## src/rtl/scl_defines.svh

```systemverilog
// Offsets, field positions and reset values of the configuration latch bank.
// Assumes byte address = 4 * latch index on a 32-bit register bus.
`ifndef SCL_DEFINES_SVH
`define SCL_DEFINES_SVH

`define SCL_IDX_CHAN_A_STATIC_BANK0 6'h00
`define SCL_IDX_CHAN_A_STATIC_BANK1 6'h01
`define SCL_IDX_CHAN_A_DYNAMIC_BANK 6'h02
`define SCL_IDX_CHAN_B_STATIC_BANK0 6'h03
`define SCL_IDX_CHAN_B_STATIC_BANK1 6'h04
`define SCL_IDX_CHAN_B_DYNAMIC_BANK 6'h05
`define SCL_IDX_CHAN_C_STATIC_BANK0 6'h06
`define SCL_IDX_CHAN_C_STATIC_BANK1 6'h07
`define SCL_IDX_CHAN_C_DYNAMIC_BANK 6'h08
`define SCL_IDX_CHAN_D_STATIC_BANK0 6'h09
`define SCL_IDX_CHAN_D_STATIC_BANK1 6'h0a
`define SCL_IDX_CHAN_D_DYNAMIC_BANK 6'h0b
`define SCL_IDX_GLOBAL_STATIC_BANK0 6'h0c
`define SCL_IDX_GLOBAL_STATIC_BANK1 6'h0d
`define SCL_IDX_GLOBAL_DYNAMIC_BANK 6'h0e
`define SCL_IDX_WRITE_MASK          6'h0f
`define SCL_IDX_STATUS              6'h10

`define SCL_NUM_CHAN     4
`define SCL_NUM_LATCH    12
`define SCL_BANKS_PER_CH 3

`define SCL_RST_STATIC_BANK0 5'h1f
`define SCL_RST_STATIC_BANK1 5'h0d
`define SCL_RST_DYNAMIC_BANK 5'h13
`define SCL_RST_WRITE_MASK   5'h1f

`define SCL_BIT_GLOBAL   0
`define SCL_BIT_RECENTER 1
`define SCL_BIT_PRIMARY  2
`define SCL_BIT_SECOND   3
`define SCL_BIT_SELFTEST 4
`define SCL_BIT_PLL_RATE 1
`define SCL_BIT_CLK_SEL  2

`endif

```

## src/rtl/scl_pkg.sv

```systemverilog
// Types shared by the configuration latch bank.
// Assumes nothing beyond a SystemVerilog compiler.
package scl_pkg;

   typedef struct packed {
      logic selftest_disable;
      logic secondary_driver_enable;
      logic primary_driver_enable;
      logic phase_buffer_recenter;
      logic global_participate;
   } scl_dyn_bank_t;

   typedef struct packed {
      logic fixed_x;
      logic fixed_zero;
      logic input_clock_select;
      logic pll_multiplier_select;
      logic global_participate;
   } scl_clk_bank_t;

   typedef enum logic [1:0] {
      SCL_RESP_OKAY   = 2'b00,
      SCL_RESP_SLVERR = 2'b10
   } scl_resp_t;

endpackage

```

## src/rtl/scl_bank.sv

```systemverilog
// Configuration latch bank of a four-channel serializer, AXI4-Lite slave.
// Assumes one 40 MHz core clock and synchronous transmit clock inputs.
// Summary of operation
// - Secondary driver enable resets 0; 1 transmits, 0 disables.
// - Primary driver enable resets 0; 1 transmits, 0 disables.
// - A disabled driver is powered down.
// - Both drivers off powers down the channel logic.
// - Reset low disables every driver on all channels.
// - Recenter latch resets 1; writing 0 recenters the phase buffer.
// - Recenter request is synchronised on transmit clock rising edges.
// - Recenter latch returns to 1 by itself after use.
// - Per-address global enable resets 1; 0 excludes from global writes.
// - Force bit in a global write overrides per-address global enables.
// - Thirteen 5-bit latches: four channels of three, one mask; three global addresses write into channel latches.
// - Clock select resets 1; 1 bypasses phase buffer, 0 uses transmit clock.
// - PLL rate resets 0; 0 multiplies by 10, 1 by 20, dual edge only while clock select is also 1.
// - Self-test disable resets 1; writing 0 enables self-test.
//
// The AXI4-Lite interface to the registers was chosen for this implementation.
`timescale 1ns/1ps
`default_nettype none
`include "scl_defines.svh"
module scl_bank (
   input  wire logic        CORE_CLK,
   input  wire logic        RESETN,
   input  wire logic        S_AXI_AWVALID,
   output var  logic        S_AXI_AWREADY,
   input  wire logic [7:0]  S_AXI_AWADDR,
   input  wire logic        S_AXI_WVALID,
   output var  logic        S_AXI_WREADY,
   input  wire logic [31:0] S_AXI_WDATA,
   input  wire logic [3:0]  S_AXI_WSTRB,
   output var  logic        S_AXI_BVALID,
   input  wire logic        S_AXI_BREADY,
   output var  logic [1:0]  S_AXI_BRESP,
   input  wire logic        S_AXI_ARVALID,
   output var  logic        S_AXI_ARREADY,
   input  wire logic [7:0]  S_AXI_ARADDR,
   output var  logic        S_AXI_RVALID,
   input  wire logic        S_AXI_RREADY,
   output var  logic [31:0] S_AXI_RDATA,
   output var  logic [1:0]  S_AXI_RRESP,
   input  wire logic [3:0]  TRANSMIT_INPUT_CLOCK,
   output var  logic [3:0]  PRIMARY_DRIVER_ENABLE,
   output var  logic [3:0]  SECONDARY_DRIVER_ENABLE,
   output var  logic [3:0]  PRIMARY_DRIVER_POWERDOWN,
   output var  logic [3:0]  SECONDARY_DRIVER_POWERDOWN,
   output var  logic [3:0]  CHANNEL_POWERDOWN,
   output var  logic [3:0]  INPUT_CLOCK_SELECT,
   output var  logic [3:0]  PHASE_BUFFER_BYPASS,
   output var  logic [3:0]  PLL_MULTIPLIER_SELECT,
   output var  logic [3:0]  DUAL_EDGE_CAPTURE,
   output var  logic [3:0]  SELFTEST_DISABLE,
   output var  logic [3:0]  PHASE_BUFFER_RECENTER
);

   // Bus channel holding registers and write mask
   logic        aw_full_ff;
   logic        w_full_ff;
   logic [5:0]  wr_idx_ff;
   logic [4:0]  wdata_ff;
   logic        wstrb_ff;
   logic        awready_ff;
   logic        wready_ff;
   logic        bvalid_ff;
   logic [1:0]  bresp_ff;
   logic        arready_ff;
   logic        rvalid_ff;
   logic [31:0] rdata_ff;
   logic [1:0]  rresp_ff;
   logic [4:0]  mask_ff;

   // Output flops
   logic [3:0]  pri_ff;
   logic [3:0]  sec_ff;
   logic [3:0]  clk_sel_ff;
   logic [3:0]  rate_ff;
   logic [3:0]  dual_ff;
   logic [3:0]  selftest_ff;

   logic        aw_hs;
   logic        w_hs;
   logic        ar_hs;
   logic        r_hs;
   logic        b_hs;
   logic        wr_commit;
   logic        wr_mapped;
   logic        wr_apply;
   logic        nxt_aw_full;
   logic        nxt_w_full;
   logic [5:0]  rd_idx;
   logic        rd_latch;
   logic        rd_status;
   logic [31:0] status_word;
   logic [31:0] nxt_rdata;
   logic [1:0]  nxt_rresp;

   logic [4:0]  latch_w [`SCL_NUM_LATCH];
   logic [11:0] direct_hit;
   logic [11:0] glob_hit;
   logic [3:0]  fire;
   logic [3:0]  recenter_req;
   logic [3:0]  nxt_pri;
   logic [3:0]  nxt_sec;
   logic [3:0]  nxt_clk_sel;
   logic [3:0]  nxt_rate;
   logic [3:0]  nxt_dual;
   logic [3:0]  nxt_selftest;

   // Handshakes and write decode
   assign aw_hs     = S_AXI_AWVALID & awready_ff;
   assign w_hs      = S_AXI_WVALID & wready_ff;
   assign ar_hs     = S_AXI_ARVALID & arready_ff;
   assign r_hs      = rvalid_ff & S_AXI_RREADY;
   assign b_hs      = bvalid_ff & S_AXI_BREADY;
   assign wr_commit = aw_full_ff & w_full_ff & ~bvalid_ff;
   assign wr_mapped = (wr_idx_ff <= `SCL_IDX_STATUS);
   assign wr_apply  = wr_commit & wr_mapped & wstrb_ff;

   assign nxt_aw_full = wr_commit ? 1'b0 : (aw_hs | aw_full_ff);
   assign nxt_w_full  = wr_commit ? 1'b0 : (w_hs | w_full_ff);

   always_ff @(posedge CORE_CLK or negedge RESETN) begin
      if (!RESETN) begin
         aw_full_ff <= 1'b0;
         w_full_ff  <= 1'b0;
         awready_ff <= 1'b1;
         wready_ff  <= 1'b1;
         wr_idx_ff  <= 6'h00;
         wdata_ff   <= 5'h00;
         wstrb_ff   <= 1'b0;
      end else begin
         aw_full_ff <= nxt_aw_full;
         w_full_ff  <= nxt_w_full;
         awready_ff <= ~nxt_aw_full;
         wready_ff  <= ~nxt_w_full;
         if (aw_hs) begin
            wr_idx_ff <= S_AXI_AWADDR[7:2];
         end
         if (w_hs) begin
            wdata_ff <= S_AXI_WDATA[4:0];
            wstrb_ff <= S_AXI_WSTRB[0];
         end
      end
   end

   // Write response
   always_ff @(posedge CORE_CLK or negedge RESETN) begin
      if (!RESETN) begin
         bvalid_ff <= 1'b0;
         bresp_ff  <= scl_pkg::SCL_RESP_OKAY;
      end else if (wr_commit) begin
         bvalid_ff <= 1'b1;
         bresp_ff  <= wr_mapped ? scl_pkg::SCL_RESP_OKAY : scl_pkg::SCL_RESP_SLVERR;
      end else if (b_hs) begin
         bvalid_ff <= 1'b0;
      end
   end

   // Write mask for global writes
   always_ff @(posedge CORE_CLK or negedge RESETN) begin
      if (!RESETN) begin
         mask_ff <= `SCL_RST_WRITE_MASK;
      end else if (wr_apply && wr_idx_ff == `SCL_IDX_WRITE_MASK) begin
         mask_ff <= wdata_ff;
      end
   end

   // Channel latches, three per channel
   for (genvar i = 0; i < `SCL_NUM_LATCH; i++) begin : g_latch
      localparam int BANK = i % `SCL_BANKS_PER_CH;
      localparam int CH = i / `SCL_BANKS_PER_CH;
      localparam logic [4:0] RST = (BANK == 0) ? `SCL_RST_STATIC_BANK0 :
                                   (BANK == 1) ? `SCL_RST_STATIC_BANK1 : `SCL_RST_DYNAMIC_BANK;
      localparam logic [5:0] GIDX = 6'(`SCL_IDX_GLOBAL_STATIC_BANK0 + BANK);
      logic [4:0] bank_ff;
      logic [4:0] nxt_bank;
      logic [3:0] masked;
      logic       restore;

      assign direct_hit[i] = wr_apply & (wr_idx_ff == 6'(i));
      assign glob_hit[i]   = wr_apply & (wr_idx_ff == GIDX) &
                             (bank_ff[`SCL_BIT_GLOBAL] | wdata_ff[`SCL_BIT_GLOBAL]);
      assign masked  = (wdata_ff[4:1] & mask_ff[4:1]) | (bank_ff[4:1] & ~mask_ff[4:1]);
      assign restore = (BANK == 2) & fire[CH];
      assign nxt_bank = direct_hit[i] ? wdata_ff :
                        glob_hit[i]   ? {masked[3:1], masked[0] | (restore & ~mask_ff[1]),
                                         bank_ff[`SCL_BIT_GLOBAL]} :
                        restore       ? (bank_ff | 5'h02) : bank_ff;
      assign latch_w[i] = bank_ff;

      always_ff @(posedge CORE_CLK or negedge RESETN) begin
         if (!RESETN) begin
            bank_ff <= RST;
         end else begin
            bank_ff <= nxt_bank;
         end
      end
   end

   // Per-channel decode of bank fields
   for (genvar c = 0; c < `SCL_NUM_CHAN; c++) begin : g_chan
      scl_pkg::scl_dyn_bank_t dyn;
      scl_pkg::scl_clk_bank_t clk_bank;

      assign dyn      = latch_w[3*c+2];
      assign clk_bank = latch_w[3*c+1];
      assign recenter_req[c] = ~dyn.phase_buffer_recenter;
      assign nxt_pri[c]      = dyn.primary_driver_enable;
      assign nxt_sec[c]      = dyn.secondary_driver_enable;
      assign nxt_selftest[c] = dyn.selftest_disable;
      assign nxt_clk_sel[c]  = clk_bank.input_clock_select;
      assign nxt_rate[c]     = clk_bank.pll_multiplier_select;
      assign nxt_dual[c]     = clk_bank.pll_multiplier_select & clk_bank.input_clock_select;

      scl_recenter_sync u_sync (
         .clk    (CORE_CLK),
         .rst_n  (RESETN),
         .req    (recenter_req[c]),
         .tx_clk (TRANSMIT_INPUT_CLOCK[c]),
         .fire   (fire[c])
      );
   end

   // Registered channel outputs
   always_ff @(posedge CORE_CLK or negedge RESETN) begin
      if (!RESETN) begin
         pri_ff      <= 4'h0;
         sec_ff      <= 4'h0;
         clk_sel_ff  <= 4'hf;
         rate_ff     <= 4'h0;
         dual_ff     <= 4'h0;
         selftest_ff <= 4'hf;
      end else begin
         pri_ff      <= nxt_pri;
         sec_ff      <= nxt_sec;
         clk_sel_ff  <= nxt_clk_sel;
         rate_ff     <= nxt_rate;
         dual_ff     <= nxt_dual;
         selftest_ff <= nxt_selftest;
      end
   end

   // Power-down flags mirror the enable flops
   logic [3:0] pri_pd_ff;
   logic [3:0] sec_pd_ff;
   logic [3:0] chan_pd_ff;

   always_ff @(posedge CORE_CLK or negedge RESETN) begin
      if (!RESETN) begin
         pri_pd_ff  <= 4'hf;
         sec_pd_ff  <= 4'hf;
         chan_pd_ff <= 4'hf;
      end else begin
         pri_pd_ff  <= ~nxt_pri;
         sec_pd_ff  <= ~nxt_sec;
         chan_pd_ff <= ~(nxt_pri | nxt_sec);
      end
   end

   // Read path
   assign rd_idx      = S_AXI_ARADDR[7:2];
   assign rd_latch    = (rd_idx < `SCL_IDX_STATUS);
   assign rd_status   = (rd_idx == `SCL_IDX_STATUS);
   assign status_word = {16'h0000, recenter_req, chan_pd_ff, sec_ff, pri_ff};
   assign nxt_rdata   = rd_status ? status_word : 32'h0000_0000;
   assign nxt_rresp   = (rd_latch | rd_status) ? scl_pkg::SCL_RESP_OKAY : scl_pkg::SCL_RESP_SLVERR;

   always_ff @(posedge CORE_CLK or negedge RESETN) begin
      if (!RESETN) begin
         arready_ff <= 1'b1;
         rvalid_ff  <= 1'b0;
         rdata_ff   <= 32'h0000_0000;
         rresp_ff   <= scl_pkg::SCL_RESP_OKAY;
      end else if (ar_hs) begin
         arready_ff <= 1'b0;
         rvalid_ff  <= 1'b1;
         rdata_ff   <= nxt_rdata;
         rresp_ff   <= nxt_rresp;
      end else if (r_hs) begin
         arready_ff <= 1'b1;
         rvalid_ff  <= 1'b0;
      end
   end

   // Port drive
   assign S_AXI_AWREADY = awready_ff;
   assign S_AXI_WREADY  = wready_ff;
   assign S_AXI_BVALID  = bvalid_ff;
   assign S_AXI_BRESP   = bresp_ff;
   assign S_AXI_ARREADY = arready_ff;
   assign S_AXI_RVALID  = rvalid_ff;
   assign S_AXI_RDATA   = rdata_ff;
   assign S_AXI_RRESP   = rresp_ff;
   assign PRIMARY_DRIVER_ENABLE      = pri_ff;
   assign SECONDARY_DRIVER_ENABLE    = sec_ff;
   assign PRIMARY_DRIVER_POWERDOWN   = pri_pd_ff;
   assign SECONDARY_DRIVER_POWERDOWN = sec_pd_ff;
   assign CHANNEL_POWERDOWN          = chan_pd_ff;
   assign INPUT_CLOCK_SELECT         = clk_sel_ff;
   assign PHASE_BUFFER_BYPASS        = clk_sel_ff;
   assign PLL_MULTIPLIER_SELECT      = rate_ff;
   assign DUAL_EDGE_CAPTURE          = dual_ff;
   assign SELFTEST_DISABLE           = selftest_ff;
   assign PHASE_BUFFER_RECENTER      = fire;
endmodule // scl_bank
`default_nettype wire

```

## src/rtl/scl_recenter_sync.sv

```systemverilog
// Recenter request synchroniser for one channel.
// Assumes tx_clk is sampled as a synchronous input of the core clock.
`timescale 1ns/1ps
`default_nettype none
module scl_recenter_sync (
   input  wire logic clk,
   input  wire logic rst_n,
   input  wire logic req,
   input  wire logic tx_clk,
   output var  logic fire
);
   logic clk_prev_ff;
   logic s1_ff;
   logic s2_ff;
   logic s3_ff;
   logic fire_ff;
   logic clk_edge;

   assign clk_edge = tx_clk & ~clk_prev_ff;
   assign fire     = fire_ff;

   // Request sampled only at transmit clock rising edges
   always_ff @(posedge clk or negedge rst_n) begin
      if (!rst_n) begin
         clk_prev_ff <= 1'b0;
         s1_ff       <= 1'b0;
         s2_ff       <= 1'b0;
         s3_ff       <= 1'b0;
         fire_ff     <= 1'b0;
      end else begin
         clk_prev_ff <= tx_clk;
         fire_ff     <= clk_edge & s2_ff & ~s3_ff;
         if (clk_edge) begin
            s1_ff <= req;
            s2_ff <= s1_ff;
            s3_ff <= s2_ff;
         end
      end
   end
endmodule // scl_recenter_sync
`default_nettype wire

```

## config.mk

```make
export PLATFORM = sky130hd
export DESIGN_NAME = scl_bank
export DESIGN_NICKNAME = d
export VERILOG_FILES = /design/src/rtl/scl_pkg.sv /design/src/rtl/scl_bank.sv /design/src/rtl/scl_recenter_sync.sv
export VERILOG_INCLUDE_DIRS = /design/src /design/src/rtl
export SDC_FILE = /design/constraint.sdc
export NUM_CORES = 1
export LEC_CHECK = 0
export BUFFER_PORTS_ARGS = -buffer_cell sky130_fd_sc_hd__buf_2
export CORE_MARGIN = 2
export CORE_UTILIZATION = 28
export DETAILED_ROUTE_END_ITERATION = 8
export PLACE_DENSITY_LB_ADDON = 0.08
export SYNTH_ARGS = -nofsm -noshare
export SYNTH_HDL_FRONTEND = slang
export SYNTH_SLANG_ARGS = --single-unit
```

## constraint.sdc

```tcl
create_clock -name CORE_CLK -period 2.4 [get_ports CORE_CLK]
set_clock_uncertainty 0.1 [all_clocks]
set_input_delay 0.12 -clock CORE_CLK [delete_from_list [all_inputs] [get_ports CORE_CLK]]
set_output_delay 0.12 -clock CORE_CLK [all_outputs]
set_load 0.01 [all_outputs]
```

==> results.md <==
- Synth Area in Simple Gates: 0.103
- Cell Rows: between 40 and 50
- Reg clk slew, reported paths: roughly 60 ps
- Commonest non-fill, non-tap cell in the layout: buf_2
- Post-DP HPWL: 7.32 mm
- CTS root buffer: clkbuf_16
- Final WL: 10.6 mm
- Synthesized cell area: between 5000 and 6000 um^2
- Crit path required time: approximately 2600 ps
- Largest net degree at the start of global routing: 52
- Syn. warnings: 0
- Initial DRC Count: 129
- CTS tree: done
- Nets: roughly 560
- Final GP Congestion: 0.738
- IO buf count: 95
- Area grow syn2layout: 29.8%
- Slew Limit Headroom: 0.552
- Longest Clk Path Bufs: 2
- Area of the multi-input gates: roughly 1600 um^2
- Combinational family with the most area after synthesis: multiplexers
- Commonest non-fill, non-tap cells in the layout: buf_2, dfrtp_1, dfstp_2
- Synth Area in Compound Gates: 0.0698
- Worst path max stage delay: roughly 460 ps
- Period minus WS final: 2000 ps
- Skew-Pair Late Insertion Delay: roughly 420 ps
- Placement Setup Slack: just under 400 ps
- Multiplexer share of the synthesized area: 0.123
- Crit path arrival time: roughly 2200 ps
- Endpoint type of the worst setup path: register
- Synthesized instance count: 370
- Via count: ~3100
- Antenna Nets Post-Route: 0
- H-tree levels: 4
- Status: complete, no violations
- Register-to-register setup slack: roughly 400 ps
- Sequential share of the synthesized area: 0.646
- Power per cell area: 1120 nW/um^2
- Number of buffers created by CTS: 17
- Path type of the worst setup path: reg2reg
- FILL cells: between 1500 and 2000
- Worst setup SP type: register
- Overall power: around 7400 uW
- Hold path endpoint: S_AXI_RDATA[13]
- Synth Area in Adders: 0
- Residual DRC: 0
- Reg-to-Reg Start: wr_idx_ff[5]
- Number of diodes: 0
- Maximum VDD drop: 0.000536 V
- RSZ-0062 raised after global routing: no
- Layout cells sized above 1: 0.436
- F_max: ~0.50 GHz
- Seq cells post-synth: between 100 and 150
- Core Box Area: between 15000 and 20000 um^2
- Slew Limit Fails: 0
- Vias in the first global route: approximately 3200
- R2R cell count: 4
- 1st-pass router iterations: 4
- CP cell instances: nand4bb_4, nor3_4, a31oi_1, mux2_1
- Total GRT Usage: 0.116
- Worst min-delay path class: in2reg
- Final Cycle Share: 0.833
- Die area: just under 20000 um^2
- Die W: 139 um
- Post-CTS Repair Setup Buffers: 0
- Vias per cell: 4.26
- GRT overflow: 0
- First-pass GRT wire length: 17.2 mm
- Clock sink count: 129
- Library cells used by synthesis: 38
- PnR worst setup slack: around 400 ps
- Fraction of synthesized cell area in xor and xnor cells: 0
- Final Hold Vio Count: 0
- Slew @ Worst Pin: between 600 and 700 ps
- Ports: around 150
- Maxcap violations: 0
- Fin Hold WS: approximately 16 ps
- Starting Density: 0.284
- Slowest CP cell: nor3_4
- Initial antenna violation count: 0
- Endpoints failing setup: 0
- Final setup TNS: 0 ps
- Hold Crit Start: S_AXI_ARADDR[4]
- Leakage: roughly 0.0031 uW
- DR WL/cell: between 10 and 15 um
- Synth Area per Inst: 13.8 um^2
- Die height: approximately 140 um
- Register area: 3290 um^2
- Crit-path max FO: 11
- Cells on Worst Hold Path: 4
## registers in the layout, indices dropped and copies added, names as in the netlist, 5 cells and up, named ones only
register,cells
g_chan.dyn,20
wdata_ff,5
wr_idx_ff,6
S_AXI_RDATA,16
## Yosys cell counts
master / number / area share
nor4b_2: 1 / 0.0029
nand4bb_4: 1 / 0.0054
nand4b_1: 1 / 0.0017
a31oi_1: 18 / 0.022
nor4_1: 1 / 0.0012
and4bb_1: 1 / 0.0025
nor2_1: 18 / 0.013
nor3_1: 1 / 0.00098
nor4b_4: 1 / 0.0047
nor3b_2: 1 / 0.0025
nor4_2: 1 / 0.0025
nand3b_1: 2 / 0.0029
mux2_1: 21 / 0.046
dfstp_2: 47 / 0.24
a21oi_1: 7 / 0.0069
nor4_4: 1 / 0.0042
a21o_1: 2 / 0.0029
nor3b_1: 5 / 0.0074
nand2b_1: 6 / 0.0074
conb_1: 1 / 0.00074
nand2_1: 19 / 0.014
inv_1: 16 / 0.012
buf_1: 1 / 0.00074
nand4bb_1: 2 / 0.0044
o21a_1: 1 / 0.0015
nor3_4: 1 / 0.0032
o21ai_0: 14 / 0.014
and2_1: 10 / 0.012
o211a_1: 1 / 0.0020
buf_6: 1 / 0.0022
nor3_2: 3 / 0.0059
mux2i_1: 5 / 0.0098
clkbuf_1: 5 / 0.0037
or2_2: 3 / 0.0037
dfrtp_1: 82 / 0.40
buf_4: 27 / 0.040
mux2_2: 30 / 0.066
a22o_1: 12 / 0.021
## worst max-delay path by stage
stage            startpoint        to  cells past startpoint  slack [ps]
2_1_floorplan  S_AXI_BVALID  register                      5         620
3_3_place_gp   wr_idx_ff[5]  register                      4         400
3_5_place_dp   wr_idx_ff[5]  register                      4         390
4_1_cts        wr_idx_ff[5]  register                      4         390
5_1_grt        wr_idx_ff[5]  register                      4         270
6_report       wr_idx_ff[5]  register                      4         400
## layout make-up
type	count	share of cell area
well taps	229	0.0433
clock inverters	12	0.0276
multi-input cells	208	0.238
inverters	16	0.00909
repair buffers	124	0.116
flip-flops and latches	129	0.497
clock buffers	20	0.0691
## critical path: cells and delay by family, from the launching register on
kind | cells | cell delay, ps
compound gates | 1 | 160
flops | 1 | 420
mux | 1 | 320
simple gates | 2 | 870
## power breakdown
group          leakage (uW)  internal (uW)  switching (uW)
sequential          0.00157           2890             488
combinational       0.00125            629             654
clock              0.000302           1800             962
total               0.00313           5310            2100
## repair_timing
| item | in CTS | in global routing |
|---|---|---|
| gates resized for setup | 0 | 0 |
| hold buffers | 23 | 0 |
| hold endpoints to repair | 56 | 0 |
## routing by layer
| layer | wire length [um] | GRT usage | vias up |
|---|---|---|---|
| li1 | - | - | 1508 |
| met1 | 5210 | 0.153 | 1532 |
| met2 | 4550 | 0.171 | 86 |
| met3 | 567 | 0.0407 | 17 |
| met4 | 225 | 0.0542 | 0 |
| met5 | 0 | 0 | - |
## per-stage QoR
| step | utilization | instance area [um^2] | std cells |
|---|---|---|---|
| 3_3_place_gp | 0.321 | 5740 | 683 |
| 5_1_grt | 0.369 | 6610 | 738 |
| 2_1_floorplan | - | 5150 | 387 |
| 3_5_place_dp | 0.321 | 5740 | 683 |
| 6_report | 0.369 | 6610 | 738 |
| 4_1_cts | 0.369 | 6610 | 738 |
## cells by family (layout without fill, tap and decap cells)
group,count (synthesis),count (layout)
AO/OA/AOI/OAI,55,55
buffers and inverters,50,172
flip-flops,129,129
multiplexers,56,56
other,1,18
AND/OR/NAND/NOR,79,79
No activity file was read; power rests on OpenSTA's default activity.
